[config.mk]
export PLATFORM = sky130hd
export DESIGN_NAME = sgc_regs
export DESIGN_NICKNAME = d
export VERILOG_FILES = /design/src/core/sgc_pkg.sv /design/src/core/sgc_regs.sv /design/src/core/sgc_storm_timer.sv
export VERILOG_INCLUDE_DIRS = /design/src /design/src/core
export SDC_FILE = /design/constraint.sdc
export NUM_CORES = 1
export LEC_CHECK = 0
export BUFFER_PORTS_ARGS = -buffer_cell sky130_fd_sc_hd__clkbuf_2
export CORE_MARGIN = 2
export CORE_UTILIZATION = 30
export DETAILED_ROUTE_END_ITERATION = 12
export REMOVE_ABC_BUFFERS = 1
export SYNTH_ARGS = -nofsm -noshare
export SYNTH_HDL_FRONTEND = slang
export SYNTH_SLANG_ARGS = --single-unit
[constraint.sdc]
create_clock -name ref_clk_i -period 4.2 [get_ports ref_clk_i]
set_input_delay 0.84 -clock ref_clk_i [delete_from_list [all_inputs] [get_ports ref_clk_i]]
set_output_delay 0.84 -clock ref_clk_i [all_outputs]
set_load 0.05 [all_outputs]
[src/core/sgc_defines.svh]
// Offsets, field positions, reset values and timing counts of the global control pair
`ifndef SGC_DEFINES_SVH
`define SGC_DEFINES_SVH

// Register offsets on the management port
`define SGC_OFS_GFC 8'h05
`define SGC_OFS_HPSC 8'h06

// Forwarding control fields
`define SGC_GFC_VLAN_BIT 7
`define SGC_GFC_SNOOP_BIT 6
`define SGC_GFC_SCHED_HI 3
`define SGC_GFC_SCHED_LO 2
`define SGC_GFC_SNIFF_BIT 0
`define SGC_GFC_RESET 8'h00

// Host port and storm fields
`define SGC_HPSC_DUPLEX_BIT 6
`define SGC_HPSC_PAUSE_BIT 5
`define SGC_HPSC_SPEED_BIT 4
`define SGC_HPSC_NULLVID_BIT 3
`define SGC_HPSC_STORM_HI 2
`define SGC_HPSC_RESERVED_RESET 1'h0
`define SGC_HPSC_LOW_RESET 4'h0

// Scheduling codes and high/low ratios
`define SGC_SCHED_STRICT 2'h0
`define SGC_SCHED_R10 2'h1
`define SGC_SCHED_R5 2'h2
`define SGC_RATIO_10 4'ha
`define SGC_RATIO_5 4'h5
`define SGC_RATIO_2 4'h2

// Storm measurement periods
`define SGC_CLK_KHZ 20000
`define SGC_PERIOD_FAST_MS 50
`define SGC_PERIOD_SLOW_MS 500

`endif

[src/core/sgc_pkg.sv]
// Types shared by the global control pair
`default_nettype none
package sgc_pkg;
	typedef logic [7:0] sgc_reg_t;
	typedef logic [1:0] sgc_sched_t;
	typedef logic [10:0] sgc_thresh_t;
	typedef logic [23:0] sgc_period_t;
	typedef enum logic {SGC_SERVE_IDLE, SGC_SERVE_BUSY} sgc_serve_e;
endpackage
`default_nettype wire

[src/core/sgc_regs.sv]
// Global forwarding and host port control registers with their steering logic
// Operation
// - VLAN enable bit turns tag mode on
// - Snoop bit sends IGMP frames to host
// - Scheduling field: strict, 10/1, 5/1, 2/1
// - Sniff bit one: source and destination match
// - Sniff bit zero: either port matches
// - Duplex bit one means half duplex
// - Duplex bit loads strap at reset
// - Pause bit enables host flow control
// - Pause bit loads strap at reset
// - Speed bit: 10 Mbps, strap default
// - Null VID replaced by port VID
// - Low three bits: storm threshold top
// - Period 50 ms fast, 500 ms slow
// - Low threshold byte from next register
// - Multicast disable limits only broadcast frames
`include "sgc_defines.svh"
`default_nettype none
module sgc_regs #(
	parameter int PERIOD_FAST_CYC = `SGC_PERIOD_FAST_MS * `SGC_CLK_KHZ,
	parameter int PERIOD_SLOW_CYC = `SGC_PERIOD_SLOW_MS * `SGC_CLK_KHZ
) (
	// Clock and reset
	input wire logic ref_clk_i,
	input wire logic sys_rst_i,
	// Management port
	input wire logic [7:0] reg_addr_i,
	input wire logic [7:0] reg_wdata_i,
	input wire logic reg_wr_i,
	input wire logic reg_rd_i,
	output logic [7:0] reg_rdata_o,
	output logic reg_rvalid_o,
	// Strap pins
	input wire logic host_port_duplex_strap_i,
	input wire logic host_port_pause_strap_i,
	input wire logic host_port_speed_strap_i,
	// Neighbouring settings
	input wire logic [7:0] storm_rate_low_i,
	input wire logic mcast_storm_disable_i,
	// Mirroring query
	input wire logic sniff_src_match_i,
	input wire logic sniff_dst_match_i,
	output logic mirror_o,
	// Tag query
	input wire logic [11:0] rx_vid_i,
	input wire logic [11:0] port_vid_i,
	output logic [11:0] fwd_vid_o,
	// Egress scheduling
	input wire logic sched_pick_i,
	input wire logic hi_pend_i,
	input wire logic lo_pend_i,
	output logic serve_hi_o,
	output logic serve_lo_o,
	// Storm limiting
	input wire logic storm_block_i,
	input wire logic frame_bcast_i,
	input wire logic frame_mcast_i,
	output logic storm_limit_o,
	output logic [10:0] storm_thresh_o,
	// Mode levels
	output logic vlan_enable_o,
	output logic igmp_snoop_o,
	output logic host_port_half_duplex_o,
	output logic host_port_pause_o,
	output logic host_port_low_speed_select_o,
	output logic [1:0] sched_mode_o
);
	// ****************************************
	// Register storage
	// ****************************************
	sgc_pkg::sgc_reg_t global_forwarding_control; // Register at 0x05
	sgc_pkg::sgc_reg_t host_port_and_storm_control; // Register at 0x06
	wire wr_gfc = reg_wr_i && (reg_addr_i == `SGC_OFS_GFC);
	wire wr_hpsc = reg_wr_i && (reg_addr_i == `SGC_OFS_HPSC);
	wire sgc_pkg::sgc_reg_t hpsc_reset = {`SGC_HPSC_RESERVED_RESET, host_port_duplex_strap_i,
		host_port_pause_strap_i, host_port_speed_strap_i, `SGC_HPSC_LOW_RESET};

	// Writes every bit, reserved ones included; straps caught during reset
	always_ff @(posedge ref_clk_i) begin
		if (sys_rst_i) begin
			global_forwarding_control <= `SGC_GFC_RESET;
			host_port_and_storm_control <= hpsc_reset;
		end else begin
			if (wr_gfc) begin
				global_forwarding_control <= reg_wdata_i;
			end
			if (wr_hpsc) begin
				host_port_and_storm_control <= reg_wdata_i;
			end
		end
	end

	// Registered read; unmapped offsets read zero
	wire [7:0] rd_mux = (reg_addr_i == `SGC_OFS_GFC) ? global_forwarding_control
		: (reg_addr_i == `SGC_OFS_HPSC) ? host_port_and_storm_control : 8'h00;
	always_ff @(posedge ref_clk_i) begin
		if (sys_rst_i) begin
			reg_rdata_o <= 8'h00;
			reg_rvalid_o <= 1'b0;
		end else begin
			reg_rvalid_o <= reg_rd_i;
			if (reg_rd_i) begin
				reg_rdata_o <= rd_mux;
			end
		end
	end

	// ****************************************
	// Mode levels
	// ****************************************
	assign vlan_enable_o = global_forwarding_control[`SGC_GFC_VLAN_BIT];
	assign igmp_snoop_o = global_forwarding_control[`SGC_GFC_SNOOP_BIT];
	assign sched_mode_o = global_forwarding_control[`SGC_GFC_SCHED_HI:`SGC_GFC_SCHED_LO];
	assign host_port_half_duplex_o = host_port_and_storm_control[`SGC_HPSC_DUPLEX_BIT];
	assign host_port_pause_o = host_port_and_storm_control[`SGC_HPSC_PAUSE_BIT];
	assign host_port_low_speed_select_o = host_port_and_storm_control[`SGC_HPSC_SPEED_BIT];
	wire sniff_and = global_forwarding_control[`SGC_GFC_SNIFF_BIT];
	wire null_vid_en = host_port_and_storm_control[`SGC_HPSC_NULLVID_BIT];

	// ****************************************
	// Mirroring and tag replacement
	// ****************************************
	wire next_mirror = sniff_and ? (sniff_src_match_i && sniff_dst_match_i)
		: (sniff_src_match_i || sniff_dst_match_i);
	wire [11:0] next_fwd_vid = (null_vid_en && rx_vid_i == 12'h000) ? port_vid_i : rx_vid_i;

	// One-cycle registered answers
	always_ff @(posedge ref_clk_i) begin
		if (sys_rst_i) begin
			mirror_o <= 1'b0;
			fwd_vid_o <= 12'h000;
		end else begin
			mirror_o <= next_mirror;
			fwd_vid_o <= next_fwd_vid;
		end
	end

	// ****************************************
	// Egress scheduler
	// ****************************************
	logic [3:0] hi_run; // High frames served since last low, held at ratio once it gets there
	wire [3:0] ratio = (sched_mode_o == `SGC_SCHED_R10) ? `SGC_RATIO_10
		: (sched_mode_o == `SGC_SCHED_R5) ? `SGC_RATIO_5 : `SGC_RATIO_2;
	wire strict = sched_mode_o == `SGC_SCHED_STRICT;
	wire pick_hi = sched_pick_i && hi_pend_i && (strict || !lo_pend_i || hi_run < ratio);
	wire pick_lo = sched_pick_i && lo_pend_i && !pick_hi;
	// A run longer than a newly chosen ratio is pulled back, so the bound holds once the mode settles
	wire [3:0] next_hi_run = pick_lo ? 4'h0 : (hi_run > ratio) ? ratio
		: (pick_hi && hi_run < ratio) ? hi_run + 4'h1 : hi_run;

	// Grants one queue per pick
	always_ff @(posedge ref_clk_i) begin
		if (sys_rst_i) begin
			hi_run <= 4'h0;
			serve_hi_o <= 1'b0;
			serve_lo_o <= 1'b0;
		end else begin
			hi_run <= next_hi_run;
			serve_hi_o <= pick_hi;
			serve_lo_o <= pick_lo;
		end
	end

	// ****************************************
	// Storm protection
	// ****************************************
	assign storm_thresh_o = {host_port_and_storm_control[`SGC_HPSC_STORM_HI:0], storm_rate_low_i};
	wire storm_kind = frame_bcast_i || (!mcast_storm_disable_i && frame_mcast_i);
	wire storm_count = storm_block_i && storm_kind;

	sgc_storm_timer #(
		.PERIOD_FAST_CYC(PERIOD_FAST_CYC),
		.PERIOD_SLOW_CYC(PERIOD_SLOW_CYC)
	) u_timer (
		.ref_clk_i(ref_clk_i),
		.sys_rst_i(sys_rst_i),
		.low_speed_i(host_port_low_speed_select_o),
		.thresh_i(storm_thresh_o),
		.block_i(storm_count),
		.limit_o(storm_limit_o),
		.period_tick_o()
	);
endmodule
`default_nettype wire

[src/core/sgc_storm_timer.sv]
// Storm measurement period timer and block counter
`default_nettype none
module sgc_storm_timer #(
	parameter int PERIOD_FAST_CYC = 1000000,
	parameter int PERIOD_SLOW_CYC = 10000000
) (
	// Clock and reset
	input wire logic ref_clk_i,
	input wire logic sys_rst_i,
	// Control
	input wire logic low_speed_i,
	input wire logic [10:0] thresh_i,
	input wire logic block_i,
	// Status
	output logic limit_o,
	output logic period_tick_o
);
	// ****************************************
	// Period timer
	// ****************************************
	sgc_pkg::sgc_period_t period_cnt; // Cycles into current period
	logic [11:0] block_cnt; // Counted 64-byte blocks
	wire sgc_pkg::sgc_period_t period_last = low_speed_i ? sgc_pkg::sgc_period_t'(PERIOD_SLOW_CYC - 1)
		: sgc_pkg::sgc_period_t'(PERIOD_FAST_CYC - 1);
	wire period_end = period_cnt >= period_last;
	wire sgc_pkg::sgc_period_t next_period = period_end ? '0 : period_cnt + 24'h000001;

	// Counts the period and flags its end
	always_ff @(posedge ref_clk_i) begin
		if (sys_rst_i) begin
			period_cnt <= '0;
			period_tick_o <= 1'b0;
		end else begin
			period_cnt <= next_period;
			period_tick_o <= period_end;
		end
	end

	// ****************************************
	// Block counter against threshold
	// ****************************************
	wire over = block_cnt >= {1'b0, thresh_i};
	wire [11:0] next_block = period_end ? 12'h000 : (block_i && !over) ? block_cnt + 12'h001 : block_cnt;

	// Restarts the count each period, holds once the limit is reached
	always_ff @(posedge ref_clk_i) begin
		if (sys_rst_i) begin
			block_cnt <= 12'h000;
			limit_o <= 1'b0;
		end else begin
			block_cnt <= next_block;
			limit_o <= !period_end && (next_block >= {1'b0, thresh_i});
		end
	end
endmodule
`default_nettype wire

==> impl_metrics.toml, run 1 <==
[status]
status = "finished, final reports clean"

[die]
start_util_pct = 30.7
coreArea_sq_um = 13900
rows = 43
dieArea_sq_um = 15200
die_w_microns = 123
top_level_ports = 107
dieHeight_microns = 123

[drt]
post_drt_wl_per_cell_microns = 13.5
viasPerCell = 4.87
vias = 3781
firstDrtPassIters = 4
drt-total-wl_mm = 10.5
drc = 0
ant_nets = 0
drtIter0Drc = 220

[layout]
postLayoutCellArea_sq_um = 5170
final_common_cell = "clkbuf_2"
fillerInstances = 1395
final_nets = 695
area_growth_pct = 21.4
antenna_cells = 0
final_cell_mix = "clkbuf_2 (106), nor2_1 (80), dfxtp_1 (78)"
drive_above_1_share_pct = 22.3

[clock_tree]
cts_setup_buffers = 0
cts.sinks = 81
cts.clk_slew.worst_paths_ns = 0.07
cts_tree = "done"
ctsLongestPathBuffers = 2
ctsHoldBuffers = 0
cts_made_buffers = 9
root_buffer = "clkbuf_16"
ctsResizeCount = 0
clock_latency_ns = 0.34
cts_max_level = 3

[global_routing]
grt_pass1_vias = 3694
gr-total-overflow = 0
track_usage_pct = 14.3
grt_max_degree = 49
antenna_found_initial = 0
grt_pass1_wl_mm = 17.3

[power_and_ir_drop]
power.leakage_nw = 2.28
design_power_total_mw = 1.90
ir_drop_mv = 0.215
p_per_area_nw_per_um2 = 367

[sta]
fmax_ghz = 0.272
fin_crit_sh_pct = 87.4
fin_crit_ns = 3.67
grt_setup_unrepaired = "no"
hold_viol = 0
final.setup.worst_slack_ns = 0.528
fin_setup_tns_ns = 0
finalClockSkew_ns = 0.0104
slew_viol_final = 0
setup_viol = 0
slew_headroom_pct = 44.3
tightest_slew_ns = 0.836

[logic_synthesis]
synth_top_area_share_pct = 36.7
synth_area_leader_cell = "dfxtp_1"
ys_top_cells_by_area = "dfxtp_1 (37%), ha_1 (11%), nor2_1 (7.1%)"
avgSynthCellArea_sq_um = 8.53
syn_inst = 499
yosysWarnings = 0
synthFlopType = "dfxtp_1"
synth.distinct_cells = 52
ys_seq_elements = 81
ys_seq_area_share_pct = 38.8
synthArstFlopShare_pct = 0
synth_edf_count = 3
netlist_area_sq_um = 4260

[setup_path]
cpPeakStageDelay_ns = 0.42
worstSetupPathType = "in2reg"
cp_data_arrival_time_ns = 3.89
cp-start-kind = "input port"
path_cells = "clkbuf_2 -> inv_1 -> ha_1 -> a2111oi_0 -> o21ai_1 -> a2111oi_2 -> buf_4 -> xnor2_1 -> nand2b_1 -> ha_1 -> nand2b_1 -> a2111oi_0 -> nor3_1 -> o31ai_1 -> a31o_2 -> a31oi_1"
slowest_stage = "a2111oi_0"
critPathRequiredTime_ns = 4.42
cp-end-kind = "flip-flop"
critical_path.max_fanout = 12

[flow_run]
maxCapViolations = 0

[min_path]
hp-class = "reg2reg"

[place]
dpl.hpwl_mm = 7.95
place_area_sq_um = 4870
place.port_buffers = 106
gp_congestion = 0.830
post-place-ws_ns = 0.218
[cell type report]
type / instances / area [sq um] / share of cell area [%]
clock inverter: 7 / 71.3 / 1.38
inverter: 22 / 82.6 / 1.60
timing repair buffer: 112 / 576 / 11.1
sequential: 81 / 1650 / 32.0
tap: 180 / 225 / 4.36
multi-input combinational: 366 / 2340 / 45.2
clock buffer: 9 / 225 / 4.36
[per-stage QoR]
step / instances / utilization [%] / hold WS (ns)
after floorplan: 469 / - / 0.425
after global placement: 761 / 35.1 / 0.442
after detailed placement: 761 / 35.1 / 0.447
after CTS: 777 / 37.2 / 0.455
after global routing: 777 / 37.2 / 0.485
final: 777 / 37.2 / 0.458
[critical path, delay by kind of cell]
kind | cells | cell delay, ns
AOI/OAI and AO/OA | 7 | 1.64
xor gates and xnor gates | 1 | 0.16
adders and majority gates | 2 | 0.56
buffers and inverters | 3 | 0.39
and+or+nand+nor | 3 | 0.30
[state kept, by name, summed over array words and instances (netlist names)]
register	flops
u_timer.period_cnt	24
fwd_vid_o	12
u_timer.block_cnt	12
global_forwarding_control	8
host_port_and_storm_control	8
reg_rdata_o	8
hi_run	4
mirror_o	1
reg_rvalid_o	1
serve_hi_o	1
serve_lo_o	1
u_timer.limit_o	1
[layer usage]
metal	track usage (%)	wire (microns)	vias to the layer above	part of all wire (%)
met3	4.34	591	18	5.6
met1	18.9	5020	1723	48
met5	0	0	-	0
met4	4.76	163	0	1.6
li1	-	-	1921	-
met2	22.2	4720	119	45
[Yosys cell counts (13+ instances only)]
library cell,count
ha_1,39
nand2_1,49
nor2_1,80
inv_1,22
a21oi_1,32
nand4_1,15
xor2_1,19
dfxtp_1,78
buf_4,13
xnor2_1,15
[path summary, 6_finish.rpt]
check | end | cells after the start | slack [ns] | start
max | u_timer.limit_o$_SDFF_PP0_ | 16 | 0.53 | storm_rate_low_i[3]
min | global_forwarding_control[1]$_SDFFE_PP0P_ | 2 | 0.46 | global_forwarding_control[1]$_SDFFE_PP0P_
max reg2reg | u_timer.limit_o$_SDFF_PP0_ | 15 | 0.70 | u_timer.block_cnt[0]$_SDFF_PP0_
min reg2reg | global_forwarding_control[1]$_SDFFE_PP0P_ | 2 | 0.46 | global_forwarding_control[1]$_SDFFE_PP0P_
[power by group]
part	total (mW)	internal, mW	switching [mW]
Sequential	0.826	0.802	0.0234
Clock	0.785	0.460	0.325
Combinational	0.286	0.104	0.181
Total	1.90	1.37	0.530
[kinds of logic (layout without fill, tap and decap cells)]
group | count (synthesis) | count (layout) | share of synthesized area, %
multiplexers | 1 | 1 | 0.235
AO/OA/AOI/OAI | 86 | 86 | 13.0
AND/OR/NAND/NOR | 206 | 206 | 23.2
XOR/XNOR | 34 | 34 | 6.99
buffers and inverters | 52 | 150 | 6.35
flip-flops | 81 | 81 | 38.8
adder cells (fa/ha/maj) | 39 | 39 | 11.5
Power figures use the tool's default switching activity.
==> run 2, diff against run 1 <==
--- a/config.mk
+++ b/config.mk
@@ -9,6 +9,7 @@
 export BUFFER_PORTS_ARGS = -buffer_cell sky130_fd_sc_hd__clkbuf_2
 export CORE_MARGIN = 2
 export CORE_UTILIZATION = 30
+export CTS_BUF_LIST = sky130_fd_sc_hd__clkbuf_8
 export DETAILED_ROUTE_END_ITERATION = 12
 export REMOVE_ABC_BUFFERS = 1
 export SYNTH_ARGS = -nofsm -noshare
==> impl_metrics.toml, run 2 (synthesis gave the netlist of run 1 again) <==
[drt]
wl_met3_microns = 670
ant_nets = 0
dr.max_layer_used = "met4"
firstDrtPassIters = 5
met2_length_mm = 4.66
drc = 0
drt-total-wl_mm = 10.4
drtIter0Drc = 193
vias = 3783
post_drt_wl_per_cell_microns = 13.4
viasPerCell = 4.87
met1_length_mm = 4.94

[die]
rows = 43
coreArea_sq_um = 13900
top_level_ports = 107
dieHeight_microns = 123
die_w_microns = 123
start_util_pct = 30.7
dieArea_sq_um = 15200

[sta]
slew_viol_final = 0
fin_crit_sh_pct = 86.6
tightest_slew_ns = 0.808
slew_headroom_pct = 46.1
fin_setup_tns_ns = 0
fin_crit_ns = 3.64
hold_viol = 0
grt_setup_unrepaired = "no"
fmax_ghz = 0.275
setup_viol = 0
finalClockSkew_ns = 0.0130

[layout]
antenna_cells = 0
final_nets = 695
final_cell_mix = "clkbuf_2 (106), nor2_1 (80), dfxtp_1 (78)"
largest-register = "u_timer.period_cnt"
reg_top3 = "u_timer.period_cnt (24), fwd_vid_o (12), u_timer.block_cnt (12)"
area_growth_pct = 19.0
finish.utilization_pct = 36.5
drive_above_1_share_pct = 22.3
final_common_cell = "clkbuf_2"
largest_register_ffs = 24

[setup_path]
crit_end = "u_timer.limit_o$_SDFF_PP0_"
path_cells = "clkbuf_2 -> inv_1 -> ha_1 -> a2111oi_0 -> o21ai_1 -> a2111oi_2 -> buf_4 -> xnor2_1 -> nand2b_1 -> ha_1 -> nand2b_1 -> a2111oi_0 -> nor3_1 -> o31ai_1 -> a31o_2 -> a31oi_1"
startpoint = "storm_rate_low_i[3]"
rr_endpoint = "u_timer.limit_o$_SDFF_PP0_"
cp-end-kind = "flip-flop"
cpPeakStageDelay_ns = 0.41
slowest_stage = "a2111oi_0"
cp_data_arrival_time_ns = 3.89
reg2reg_depth = 15
worstSetupPathType = "in2reg"
cp-start-kind = "input port"
critPathRequiredTime_ns = 4.45
worst-r2r-setup-slack_ns = 0.70
critical_path.max_fanout = 12
r2r-start = "u_timer.block_cnt[0]$_SDFF_PP0_"

[power_and_ir_drop]
power.leakage_nw = 2.24
ir_drop_mv = 0.155
p_per_area_nw_per_um2 = 334

[clock_tree]
ctsHoldBuffers = 0
ctsResizeCount = 0
ctsLongestPathBuffers = 2
cts_tree = "done"
cts.clk_slew.worst_paths_ns = 0.09
clock_latency_ns = 0.36
cts_max_level = 3
root_buffer = "clkbuf_8"
cts_made_buffers = 9
cts.sinks = 81
cts_setup_buffers = 0

[global_routing]
track_usage_pct = 14.2
antenna_found_initial = 0
grt_pass1_wl_mm = 17.2
gr-total-overflow = 0
grt_pass1_vias = 3687
grt_max_degree = 49

[status]
status = "finished, final reports clean"

[min_path]
hp-class = "reg2reg"

[place]
gp_congestion = 0.830
dpl.hpwl_mm = 7.95
place.port_buffers = 106

[flow_run]
maxCapViolations = 0
## run 2: cell counts in the layout (fill, tap and decap cells not counted)
Identical to the previous run, type by type.
## run 2: metal layers
layer / up-vias / track usage [%]
li1: 1917 / -
met3: 19 / 4.34
met5: - / 0
met2: 131 / 21.9
met4: 0 / 4.76
met1: 1716 / 18.8
## run 2: worst max-delay path: cells and delay by family
kind / cells / cell delay [ns]
adders and majority gates: 2 / 0.56
and+or+nand+nor: 3 / 0.30
buffers and inverters: 3 / 0.39
xor gates and xnor gates: 1 / 0.16
AOI/OAI and AO/OA: 7 / 1.62
## run 2: power breakdown
part | internal, mW | total (mW) | switching [mW]
combinational | 0.104 | 0.286 | 0.181
clock | 0.275 | 0.579 | 0.304
sequential | 0.801 | 0.825 | 0.0238
## run 2: worst min path at each step
stage	startpoint	end	slack, ns	cells past startpoint
after CTS	global_forwarding_control[1]$_SDFFE_PP0P_	global_forwarding_control[1]$_SDFFE_PP0P_	0.46	2
after floorplan	global_forwarding_control[1]$_SDFFE_PP0P_	global_forwarding_control[1]$_SDFFE_PP0P_	0.43	2
after detailed placement	global_forwarding_control[1]$_SDFFE_PP0P_	global_forwarding_control[1]$_SDFFE_PP0P_	0.45	2
after global routing	global_forwarding_control[1]$_SDFFE_PP0P_	global_forwarding_control[1]$_SDFFE_PP0P_	0.49	2
final	global_forwarding_control[1]$_SDFFE_PP0P_	global_forwarding_control[1]$_SDFFE_PP0P_	0.46	2
after global placement	host_port_and_storm_control[7]$_SDFFE_PP0P_	host_port_and_storm_control[7]$_SDFFE_PP0P_	0.44	2
## run 2: stage by stage
stage | setup slack (ns) | power, mW | hold slack, ns | area, sq um | instances
2_1_floorplan | 0.219 | 1.01 | 0.425 | 4070 | 469
6_report | 0.562 | 1.69 | 0.460 | 5070 | 777
3_5_place_dp | 0.218 | 1.13 | 0.447 | 4870 | 761
3_3_place_gp | 0.338 | 1.12 | 0.442 | 4870 | 761
4_1_cts | 0.639 | 1.72 | 0.459 | 5070 | 777
5_1_grt | 0.469 | 1.78 | 0.489 | 5070 | 777
## run 2: area by class of cell
type	instances	area [sq um]
clock buffers	9	124
clock inverters	7	71.3
fillers	1411	8810
inverters	22	82.6
multi-input cells	366	2340
flip-flops and latches	81	1650
well taps	180	225
repair buffers	112	576
==> run 3, diff against run 2 <==
==> constraint.sdc (replaced) <==
create_clock -name ref_clk_i -period 4.2 [get_ports ref_clk_i]
set_input_delay 0 -clock ref_clk_i [delete_from_list [all_inputs] [get_ports ref_clk_i]]
set_output_delay 0 -clock ref_clk_i [all_outputs]
set_load 0.05 [all_outputs]
==> impl_metrics.toml, run 3 (synthesis gave the netlist of run 1 again) <==
[layout]
largest_register_ffs = 24
postLayoutCellArea_sq_um = 5440
final_common_cell = "clkbuf_2"
reg_top3 = "u_timer.period_cnt (24), fwd_vid_o (12), u_timer.block_cnt (12)"
largest-register = "u_timer.period_cnt"
final_nets = 733
drive_above_1_share_pct = 20.3
antenna_cells = 0
final_cell_mix = "clkbuf_2 (106), nor2_1 (80), dfxtp_1 (78)"
finish.utilization_pct = 39.2
area_growth_pct = 27.8

[sta]
fmax_ghz = 0.290
final.setup.worst_slack_ns = 0.752
hold_viol = 0
tightest_slew_ns = 0.833
grt_setup_unrepaired = "no"
slew_headroom_pct = 44.0
fin_crit_ns = 3.45
slew_viol_final = 0
setup_viol = 0
fin_setup_tns_ns = 0
finalClockSkew_ns = 0.0110
fin_crit_sh_pct = 82.1

[die]
coreArea_sq_um = 13900
die_w_microns = 123
top_level_ports = 107
rows = 43
dieHeight_microns = 123
start_util_pct = 30.7
dieArea_sq_um = 15200

[setup_path]
rr_endpoint = "u_timer.limit_o$_SDFF_PP0_"
cp-end-kind = "flip-flop"
worstSetupPathType = "reg2reg"
cp_top_family = "compound AO/OA/AOI/OAI gates"
path_cells = "inv_1 -> ha_1 -> or4_1 -> o31a_1 -> a2bb2oi_1 -> buf_4 -> nand2b_1 -> ha_1 -> nand2b_1 -> a2111oi_0 -> nor3_1 -> o31ai_1 -> a31o_2 -> a31oi_1"
critPathRequiredTime_ns = 4.42
critical_path.max_fanout = 12
cpPeakStageDelay_ns = 0.49
path_buf_inv = 2
reg2reg_depth = 14
cp-start-kind = "flip-flop"
worst-r2r-setup-slack_ns = 0.75
slowest_stage = "edfxtp_1"
r2r-start = "host_port_and_storm_control[4]$_DFFE_PP_"
cp_data_arrival_time_ns = 3.66

[min_path]
hp-class = "in2reg"
worstHoldStart = "sched_pick_i"
whs_path_depth = 3
worstHoldEndpoint = "hi_run[0]$_SDFFE_PP0P_"

[drt]
firstDrtPassIters = 4
drtIter0Drc = 123
viasPerCell = 4.85
drt-total-wl_mm = 10.7
vias = 3951
drc = 0
ant_nets = 0
post_drt_wl_per_cell_microns = 13.1

[power_and_ir_drop]
p_comb_share_pct = 18.3
pwr-share-seq_pct = 48.4
power.internal_mw = 1.21
power.leakage_nw = 2.40
pwr-share-clk_pct = 33.3
ir_drop_mv = 0.197
power_switching_uw = 491
p_per_area_nw_per_um2 = 313
swShare_pct = 28.9

[place]
gp_congestion = 0.866
place_area_sq_um = 4860
dpl.hpwl_mm = 7.97
post-place-ws_ns = 0.745
place.port_buffers = 106

[global_routing]
track_usage_pct = 14.7
met1_usage_pct = 19.6
use_met3_pct = 3.92
grt_max_degree = 50
gr-usage-met2_pct = 22.9
busiest_layer = "met2"
antenna_found_initial = 0
grt_pass1_vias = 3883
gr-total-overflow = 0
grt_pass1_wl_mm = 18.0

[clock_tree]
cts_setup_buffers = 0
ctsHoldBuffers = 39
cts_tree = "done"
ctsResizeCount = 0
cts_made_buffers = 9
cts_max_level = 3
cts.clk_slew.worst_paths_ns = 0.08
cts.sinks = 81
clock_latency_ns = 0.36
ctsLongestPathBuffers = 2
root_buffer = "clkbuf_8"

[status]
status = "finished, final reports clean"

[flow_run]
maxCapViolations = 0
-- run 3: area by class of cell --
cell class	count	area [sq um]
clock inverters	5	48.8
well taps	180	225
multi-input cells	366	2340
inverters	22	82.6
repair buffers	150	958
fillers	1400	8440
flip-flops and latches	81	1650
clock buffers	10	138
-- run 3: worst max-delay path by stage --
| stage | startpoint | end | slack (ns) | depth (start not counted) |
|---|---|---|---|---|
| after floorplan | host_port_and_storm_control[1]$_SDFFE_PP0P_ | u_timer.limit_o$_SDFF_PP0_ | 0.52 | 14 |
| after global placement | host_port_and_storm_control[4]$_DFFE_PP_ | u_timer.limit_o$_SDFF_PP0_ | 0.83 | 14 |
| after detailed placement | host_port_and_storm_control[4]$_DFFE_PP_ | u_timer.limit_o$_SDFF_PP0_ | 0.74 | 14 |
| after CTS | host_port_and_storm_control[4]$_DFFE_PP_ | u_timer.limit_o$_SDFF_PP0_ | 0.73 | 14 |
| after global routing | host_port_and_storm_control[4]$_DFFE_PP_ | u_timer.limit_o$_SDFF_PP0_ | 0.52 | 14 |
| final | host_port_and_storm_control[4]$_DFFE_PP_ | u_timer.limit_o$_SDFF_PP0_ | 0.75 | 14 |
-- run 3: power by group through the flow --
| stage | Sequential [mW] | Clock, mW | Combinational [mW] |
|---|---|---|---|
| 6_report | 0.824 | 0.566 | 0.312 |
| 5_1_grt | 0.828 | 0.613 | 0.344 |
| 4_1_cts | 0.824 | 0.588 | 0.312 |
| 3_5_place_dp | 0.842 | 0 | 0.284 |
| 3_3_place_gp | 0.841 | 0 | 0.278 |
| 2_1_floorplan | 0.886 | 0 | 0.128 |
-- run 3: tightest hold or removal path, cell delays in order --
cell and delay [ns]:
clkbuf_2 0.09, o211a_1 0.26, a211oi_1 0.07
-- run 3: routing by layer --
metal / vias up / part of all wire (%)
met4: 0 / 1.6
met2: 118 / 45
met5: - / 0
met3: 17 / 5.8
li1: 1996 / -
met1: 1820 / 48
-- run 3: stage by stage --
| step | hold slack [ns] | power [mW] | instances |
|---|---|---|---|
| after floorplan | 0 | 1.01 | 469 |
| after global placement | 0.203 | 1.12 | 760 |
| after detailed placement | 0.210 | 1.13 | 760 |
| after CTS | 0.0862 | 1.72 | 814 |
| after global routing | 0.103 | 1.78 | 814 |
| final | 0.117 | 1.70 | 814 |
